File: config.mk
export PLATFORM = sky130hd
export DESIGN_NAME = apc_pin_ctrl
export DESIGN_NICKNAME = d
export VERILOG_FILES = /design/src/design/apc_pkg.sv /design/src/design/apc_sync3.sv /design/src/design/apc_pin_cell.sv /design/src/design/apc_pin_ctrl.sv
export SDC_FILE = /design/constraint.sdc
export NUM_CORES = 1
export LEC_CHECK = 0
export ABC_AREA = 0
export BUFFER_PORTS_ARGS = -buffer_cell sky130_fd_sc_hd__buf_2
export CAP_MARGIN = 20
export CORE_MARGIN = 2
export CORE_UTILIZATION = 40
export DETAILED_ROUTE_END_ITERATION = 7
export GPL_TIMING_DRIVEN = 0
export PLACE_DENSITY = 0.71
export SYNTH_ARGS = -nofsm -noshare
export SYNTH_HDL_FRONTEND = slang
export SYNTH_SLANG_ARGS = --single-unit
export TNS_END_PERCENT = 50
File: constraint.sdc
create_clock -name core_clk -period 3.34 [get_ports core_clk]
set_input_delay 0.501 -clock core_clk [delete_from_list [all_inputs] [get_ports core_clk]]
set_output_delay 0.501 -clock core_clk [all_outputs]
set_load 0.005 [all_outputs]
File: src/design/apc_pkg.sv
// constants shared by the pin control block and its leaf cells
package apc_pkg;
	// port register field positions
	localparam int unsigned PORT_BIT_ZERO_VAL = 7;
	localparam int unsigned PORT_BIT_ONE_VAL = 6;
	localparam int unsigned PORT_BIT_ZERO_DIR = 5;
	localparam int unsigned PORT_BIT_ONE_DIR = 4;
	localparam int unsigned PORT_BIT_READY_ANY = 3;
	localparam int unsigned PORT_BIT_SYNC = 0;
	// writable bits of the port register, the rest read as zero
	localparam logic [7:0] PORT_WR_MASK = 8'hf9;
	// port register value after reset: both pins inputs, sync off
	localparam logic [7:0] PORT_RST = 8'h30;
	// serial frame length in bits
	localparam int unsigned FRAME_BITS = 8;
	localparam logic [2:0] FRAME_LAST = 3'h7;
	localparam logic [2:0] BIT_CNT_RST = 3'h0;
	// byte values after reset
	localparam logic [7:0] BYTE_RST = 8'h00;
	// serial state machine
	typedef enum logic [1:0] {
		SER_IDLE,
		SER_SHIFT,
		SER_DONE
	} apc_ser_state_t;
endpackage

File: src/design/apc_sync3.sv
// three flip-flop input synchroniser with agreement filter
`timescale 1ns/1ps
module apc_sync3 #(
	parameter logic RST_VAL = 1'b0
) (
	input wire logic core_clk,
	input wire logic rst_n,
	input wire logic async_in,
	output logic sync_out
);
	import apc_pkg::*;

	logic meta_r; // first stage, read only by the second
	logic s2_r; // second stage
	logic s3_r; // third stage

	// shift chain
	always_ff @(posedge core_clk or negedge rst_n) begin
		if (!rst_n) begin
			meta_r <= RST_VAL;
			s2_r <= RST_VAL;
			s3_r <= RST_VAL;
		end else begin
			meta_r <= async_in;
			s2_r <= meta_r;
			s3_r <= s2_r;
		end
	end

	// output moves only when stages two and three agree
	always_ff @(posedge core_clk or negedge rst_n) begin
		if (!rst_n) begin
			sync_out <= RST_VAL;
		end else if (s2_r == s3_r) begin
			sync_out <= s3_r;
		end
	end
endmodule

File: src/design/apc_pin_cell.sv
// one general-purpose port pin: direction, drive and readback
`timescale 1ns/1ps
module apc_pin_cell (
	input wire logic core_clk,
	input wire logic rst_n,
	input wire logic dir_in, // 1 = input, 0 = driven output
	input wire logic val_bit, // stored value bit
	input wire logic pad_in, // pad level from outside
	output logic pad_out,
	output logic pad_oe_n, // low while the pin is driven
	output logic pad_sync, // filtered pad level
	output logic read_val // value bit as seen by a read
);
	import apc_pkg::*;

	// pad level brought into the core domain
	apc_sync3 #(
		.RST_VAL(1'b0)
	) u_pad_sync (
		.core_clk(core_clk),
		.rst_n(rst_n),
		.async_in(pad_in),
		.sync_out(pad_sync)
	);

	// drive registers: output drives stored bit, input floats
	always_ff @(posedge core_clk or negedge rst_n) begin
		if (!rst_n) begin
			pad_out <= 1'b0;
			pad_oe_n <= 1'b1;
		end else begin
			pad_out <= val_bit;
			pad_oe_n <= dir_in;
		end
	end

	// readback: input pins return the sampled pad
	always_comb begin
		read_val = dir_in ? pad_sync : val_bit;
	end
endmodule

File: src/design/apc_pin_ctrl.sv
// digital pin control: serial port pins, reset, master clock out, port pins
//
// Notes on behaviour
// host supplies serial clock, clocks all data
// chip select low held means 3-wire mode
// device answers serial traffic only when selected
// chip select can frame each 8-bit transfer
// reset returns all logic to power-on state
// clock output keeps running during reset
// clock output inverts input, can be disabled
// pin zero direction follows its direction bit
// pin zero value read and written via bit
// pin one direction follows its direction bit
// pin one value read and written via bit
// sync bit set makes pin one sync input
// output drives value bit, input reads pad
`timescale 1ns/1ps
module apc_pin_ctrl (
	input wire logic core_clk,
	input wire logic rst_n,
	// serial host port
	input wire logic sclk_pin,
	input wire logic cs_n_pin,
	input wire logic din_pin,
	output logic dout_pin,
	output logic dout_oe_n,
	// byte side of the serial port
	input wire logic [7:0] tx_byte,
	output logic [7:0] rx_byte,
	output logic rx_valid,
	output logic frame_active,
	// master clock
	input wire logic master_clock_in,
	input wire logic master_clock_out_off,
	output logic master_clock_out,
	// port register access
	input wire logic port_wr,
	input wire logic [7:0] port_wdata,
	output logic [7:0] port_rdata,
	output logic ready_any_mode,
	// general-purpose pins
	input wire logic port_pin_zero_in,
	output logic port_pin_zero_out,
	output logic port_pin_zero_oe_n,
	input wire logic sync_or_port_pin_one_in,
	output logic sync_or_port_pin_one_out,
	output logic sync_or_port_pin_one_oe_n,
	// synchronisation to modulator and filter
	output logic filter_sync_pulse,
	output logic filter_hold
);
	import apc_pkg::*;

	// synchronised serial inputs
	logic sclk_s; // filtered serial clock
	logic cs_n_s; // filtered chip select
	logic din_s; // filtered serial data
	logic sclk_d_r; // previous serial clock level
	logic sclk_rise; // serial clock rising edge
	logic sclk_fall; // serial clock falling edge
	logic selected; // device addressed by host

	// serial engine state
	apc_ser_state_t ser_state_r;
	apc_ser_state_t ser_state_nxt;
	logic [2:0] bit_cnt_r; // bits taken in this frame
	logic [7:0] rx_shift_r; // incoming shift register
	logic [7:0] tx_shift_r; // outgoing shift register

	// port register and pin views
	logic [7:0] port_r; // stored port register
	logic pin_zero_direction; // 1 = input
	logic pin_one_direction; // 1 = input
	logic sync_enable; // pin one used as sync
	logic pin_one_dir_eff; // direction after sync override
	logic pin_zero_read; // pin zero readback
	logic pin_one_read; // pin one readback
	logic pin_one_level; // pin one pad level
	logic pin_one_level_d_r; // previous pin one level for edges

	// host clock, select and data into core domain
	apc_sync3 #(
		.RST_VAL(1'b0)
	) u_sclk_sync (
		.core_clk(core_clk),
		.rst_n(rst_n),
		.async_in(sclk_pin),
		.sync_out(sclk_s)
	);

	// chip select idles high (deselected)
	apc_sync3 #(
		.RST_VAL(1'b1)
	) u_cs_sync (
		.core_clk(core_clk),
		.rst_n(rst_n),
		.async_in(cs_n_pin),
		.sync_out(cs_n_s)
	);

	// serial data input
	apc_sync3 #(
		.RST_VAL(1'b0)
	) u_din_sync (
		.core_clk(core_clk),
		.rst_n(rst_n),
		.async_in(din_pin),
		.sync_out(din_s)
	);

	// edge finder on the host serial clock
	always_ff @(posedge core_clk or negedge rst_n) begin
		if (!rst_n) begin
			sclk_d_r <= 1'b0;
		end else begin
			sclk_d_r <= sclk_s;
		end
	end

	// all transfers timed by host clock edges only
	always_comb begin
		sclk_rise = sclk_s & ~sclk_d_r;
		sclk_fall = ~sclk_s & sclk_d_r;
		selected = ~cs_n_s;
	end

	// serial state register
	always_ff @(posedge core_clk or negedge rst_n) begin
		if (!rst_n) begin
			ser_state_r <= SER_IDLE;
		end else begin
			ser_state_r <= ser_state_nxt;
		end
	end

	// serial next state: deselect always ends the frame
	always_comb begin
		ser_state_nxt = ser_state_r;
		case (ser_state_r)
			SER_IDLE: begin
				if (selected) begin
					ser_state_nxt = SER_SHIFT;
				end
			end
			SER_SHIFT: begin
				if (!selected) begin
					ser_state_nxt = SER_IDLE;
				end else if (sclk_rise && bit_cnt_r == FRAME_LAST) begin
					ser_state_nxt = SER_DONE;
				end
			end
			SER_DONE: begin
				// one cycle to hand the byte over, then next frame
				if (!selected) begin
					ser_state_nxt = SER_IDLE;
				end else begin
					ser_state_nxt = SER_SHIFT;
				end
			end
			default: begin
				ser_state_nxt = SER_IDLE;
			end
		endcase
	end

	// bit counter, restarted whenever select drops away
	always_ff @(posedge core_clk or negedge rst_n) begin
		if (!rst_n) begin
			bit_cnt_r <= BIT_CNT_RST;
		end else if (!selected) begin
			bit_cnt_r <= BIT_CNT_RST;
		end else if (ser_state_r == SER_SHIFT && sclk_rise) begin
			bit_cnt_r <= bit_cnt_r + 3'h1; // wraps to zero after eight
		end
	end

	// receive shift, msb first, on host clock rising edge
	always_ff @(posedge core_clk or negedge rst_n) begin
		if (!rst_n) begin
			rx_shift_r <= BYTE_RST;
		end else if (selected && ser_state_r == SER_SHIFT && sclk_rise) begin
			rx_shift_r <= {rx_shift_r[6:0], din_s};
		end
	end

	// completed byte and its strobe
	always_ff @(posedge core_clk or negedge rst_n) begin
		if (!rst_n) begin
			rx_byte <= BYTE_RST;
			rx_valid <= 1'b0;
		end else begin
			rx_valid <= (ser_state_r == SER_DONE);
			if (ser_state_r == SER_DONE) begin
				rx_byte <= rx_shift_r;
			end
		end
	end

	// transmit shift: load at frame start, move on falling edge
	always_ff @(posedge core_clk or negedge rst_n) begin
		if (!rst_n) begin
			tx_shift_r <= BYTE_RST;
		end else if (ser_state_r == SER_IDLE || ser_state_r == SER_DONE) begin
			tx_shift_r <= tx_byte;
		end else if (selected && sclk_fall && bit_cnt_r != BIT_CNT_RST) begin
			tx_shift_r <= {tx_shift_r[6:0], 1'b0};
		end
	end

	// data out pin released while deselected
	always_ff @(posedge core_clk or negedge rst_n) begin
		if (!rst_n) begin
			dout_pin <= 1'b0;
			dout_oe_n <= 1'b1;
		end else begin
			dout_pin <= tx_shift_r[7];
			dout_oe_n <= ~selected;
		end
	end

	// frame indicator for the byte side
	always_ff @(posedge core_clk or negedge rst_n) begin
		if (!rst_n) begin
			frame_active <= 1'b0;
		end else begin
			frame_active <= (ser_state_r != SER_IDLE);
		end
	end

	// inverted master clock, untouched by reset, can be switched off
	always_comb begin
		master_clock_out = ~master_clock_in & ~master_clock_out_off;
	end

	// port register write, reserved bits held at zero
	always_ff @(posedge core_clk or negedge rst_n) begin
		if (!rst_n) begin
			port_r <= PORT_RST;
		end else if (port_wr) begin
			port_r <= port_wdata & PORT_WR_MASK;
		end
	end

	// field views of the port register
	always_comb begin
		pin_zero_direction = port_r[PORT_BIT_ZERO_DIR];
		pin_one_direction = port_r[PORT_BIT_ONE_DIR];
		sync_enable = port_r[PORT_BIT_SYNC];
		pin_one_dir_eff = pin_one_direction | sync_enable;
		ready_any_mode = port_r[PORT_BIT_READY_ANY];
	end

	// pin zero cell
	apc_pin_cell u_pin_zero (
		.core_clk(core_clk),
		.rst_n(rst_n),
		.dir_in(pin_zero_direction),
		.val_bit(port_r[PORT_BIT_ZERO_VAL]),
		.pad_in(port_pin_zero_in),
		.pad_out(port_pin_zero_out),
		.pad_oe_n(port_pin_zero_oe_n),
		.pad_sync(),
		.read_val(pin_zero_read)
	);

	// pin one cell, forced to input while sync is on
	apc_pin_cell u_pin_one (
		.core_clk(core_clk),
		.rst_n(rst_n),
		.dir_in(pin_one_dir_eff),
		.val_bit(port_r[PORT_BIT_ONE_VAL]),
		.pad_in(sync_or_port_pin_one_in),
		.pad_out(sync_or_port_pin_one_out),
		.pad_oe_n(sync_or_port_pin_one_oe_n),
		.pad_sync(pin_one_level),
		.read_val(pin_one_read)
	);

	// port register read with live pin values
	always_comb begin
		port_rdata = port_r;
		port_rdata[PORT_BIT_ZERO_VAL] = pin_zero_read;
		port_rdata[PORT_BIT_ONE_VAL] = pin_one_read;
	end

	// previous pin one level for sync edge finding
	always_ff @(posedge core_clk or negedge rst_n) begin
		if (!rst_n) begin
			pin_one_level_d_r <= 1'b1;
		end else begin
			pin_one_level_d_r <= pin_one_level;
		end
	end

	// sync: low level holds filter, falling edge restarts it
	always_ff @(posedge core_clk or negedge rst_n) begin
		if (!rst_n) begin
			filter_sync_pulse <= 1'b0;
			filter_hold <= 1'b0;
		end else begin
			filter_sync_pulse <= sync_enable & pin_one_level_d_r & ~pin_one_level;
			filter_hold <= sync_enable & ~pin_one_level;
		end
	end
endmodule

==> out/qor.txt <==
post-route ant nets = 0
final core occ = 50.44%
outcome = complete, no violations
PortBufs = 48
Slew @ Worst Pin = 802.5 ps
DRC violation count after routing = 0
clock tree buffer depth = 2
clock share of power = 36.0%
Post-synth top cells = dfrtp_1, mux2_2, nor2_1, dfstp_2, o21ai_0
Sequential Area = 1689 um^2
first-pass GRT wire length = 6.423 mm
CTS tree = yes
Seq pwr share = 53.8%
Mean Syn Cell Area = 14.55 um^2
P per Cell Area = 593.8 nW/um^2
Setup crit end kind = output port
area grow syn2layout = 21.48%
initial antenna violation count = 0
Via density = 4.605
fillcell total = 520
P_leak = 0.001442 uW
height of the die = 82.40 um
final hold slack = 244.9 ps
synthesized instance count = 169
grt ovf = 0
FFs w/ async S/R, synth = 100.0%
Skew-Pair Late Insertion Delay = 330 ps
vias = 1423
sequential share of the synthesized area = 68.70%
routability congestion estimate = 0.7284
DRT Pass-1 Iters = 4
time the worst path needs with I/O delays and setup = 2061 ps
Worst Path Arrival = 1560 ps
vias in the first global route = 1431
Post-DP HPWL = 2.506 mm
largest net degree at the start of global routing = 68
crit path launch = port_r[0]
Max FO, Critical Path = 4
Post-synth EDFFs = 0
final setup fails = 0
Synth area leader = dfrtp_1
crit path kind = register to output port
share of layout cells above drive strength 1 = 47.01%
CP Buf/Inv Count = 2
CP delay by family, top = flip-flops
count leader, synth = dfrtp_1
Multi-input gate area = 670.6 um^2
WL final = 3.778 mm
Global Route Usage Sum = 13.17%
Area contributors post-synth = dfrtp_1, mux2_2, dfstp_2
Synth Cell Area = 2459 um^2
root buffer cell = clkbuf_8
top_reg_cell synth = dfrtp_1
NetSw = 404.5 uW
share of the synthesized area in the top cell type = 58.02%
crit path max-delay cell type = dfrtp_1
unique cell type count in the Yosys netlist = 30
Worst Hold Class = input port to async pin
final layout net count = 258
TNS Setup = 0 ps
Synth warnings = 0
post-CTS setup buffers = 0
Post-CTS Resized = 0
Reg clk slew, reported paths = 70 ps
RSZ-0062 raised after global routing = false
maximum vdd drop = 284.4 uV
worst path cell trace = or2_2 -> mux2_2 -> buf_4 -> buf_2
Num Clock Sinks = 67
Internal = 1369 uW
Routed WL per cell = 12.23 um
Seq cells post-synth = 67
core area = 5921 um^2
Worst Clk Skew = 9.253 ps
CTS H-Tree Depth = 3
CP required = 2840 ps
Rel. slew slack = 46.50%
Site Rows = 28
largest stage delay on the critical path = 400 ps
Final Cycle Share = 61.72%
post-placement cell count = 293
Post-Layout Cell Count = 309
Initial Util = 41.53%
Logic pwr share = 10.2%
Max-cap violations = 0
hold_buf cts = 0
Die X = 82.40 um
switching share of power = 22.81%
endpoints failing hold = 0
Fmax achieved = 485.1 MHz
Startpoint Class = register
Die ar. = 6790 um^2
Final Max Tran Viols = 0
reg2reg start = u_cs_sync.sync_out
cts bufs inserted = 9
Ports = 54
# diodes = 0
1st-iter DRT viols = 66
## per-stage QoR
step	power (uW)	area, um^2	setup slack, ps
6_report	1773	2987	1279
5_1_grt	1865	2987	1223
4_1_cts	1803	2987	1261
3_5_place_dp	1156	2799	1637
3_3_place_gp	1142	2796	1496
2_1_floorplan	1071	2462	1758
## area by class of cell
cell class / count / area share [%]
Timing Repair Buffer: 48 / 8.127
Clock buffer: 14 / 5.111
Inverter: 5 / 0.6284
Multi-Input combinational cell: 85 / 22.45
Buffer: 13 / 2.807
Sequential cell: 67 / 56.56
Tap cell: 75 / 3.142
Clock inverter: 2 / 1.173
## routing by layer
layer / global-route usage (%) / wire length [um] / vias up
met4: 8.000 / 89 / 0
met3: 4.565 / 195 / 11
met1: 16.16 / 1688 / 691
met2: 20.00 / 1804 / 36
met5: 0 / 0 / -
li1: - / - / 685
## path summary, 6_finish.rpt
path | end | slack, ps | depth (start not counted)
setup reg to reg | tx_shift_r[5] | 1780 | 5
max in group asynchronous | bit_cnt_r[1] | 2550 | 1
setup / recovery | port_rdata[6] | 1280 | 4
hold reg to reg | u_sclk_sync.s2_r | 350 | 0
min in group core_clk | u_cs_sync.meta_r | 260 | 1
hold / removal | port_r[7] | 240 | 1
## kinds of logic after synthesis
kind of cell,after synthesis,synth area share [%]
compound gates,18,4.275
xor+xnor,1,0.3563
flops,67,68.70
simple gates,30,6.972
buf+inv,18,4.173
mux,26,11.81
other cells,1,0.1525
fa+ha+maj,8,3.563
## cell usage in the layout (no fill, tap or decap), drive strengths merged
cell type / n
bufinv: 1
a31oi: 7
mux2: 24
dfstp: 10
or2: 2
o211ai: 1
clkbuf: 17
inv: 5
maj3: 5
or3b: 1
nand3: 7
xnor2: 1
clkinv: 1
nor2: 11
and4bb: 1
and2b: 1
buf: 58
and2: 2
a31o: 1
o21ai: 8
nand2b: 2
nor3b: 1
mux2i: 2
a21oi: 1
dfrtp: 57
ha: 3
conb: 2
nor2b: 2
## power groups by stage
stage | clock network [uW] | logic (uW) | registers [uW]
floorplan | 0 | 114 | 957
global placement | 0 | 177 | 966
detailed placement | 0 | 186 | 971
CTS | 661 | 186 | 956
global route | 692 | 205 | 968
finish | 638 | 181 | 954
## state kept, by name, indices dropped and copies added, names as in the netlist, 2 cells and up
signal,count
rx_byte,8
port_r,6
tx_shift_r,8
bit_cnt_r,3
ser_state_r,2
rx_shift_r,8
## worst register-to-register path: cells and delay by family (launching register included)
kind | cells | cell delay [ps]
buf+inv | 2 | 330
compound gates | 2 | 340
simple gates | 1 | 390
flops | 1 | 370
No activity file was read; power rests on OpenSTA's default activity.
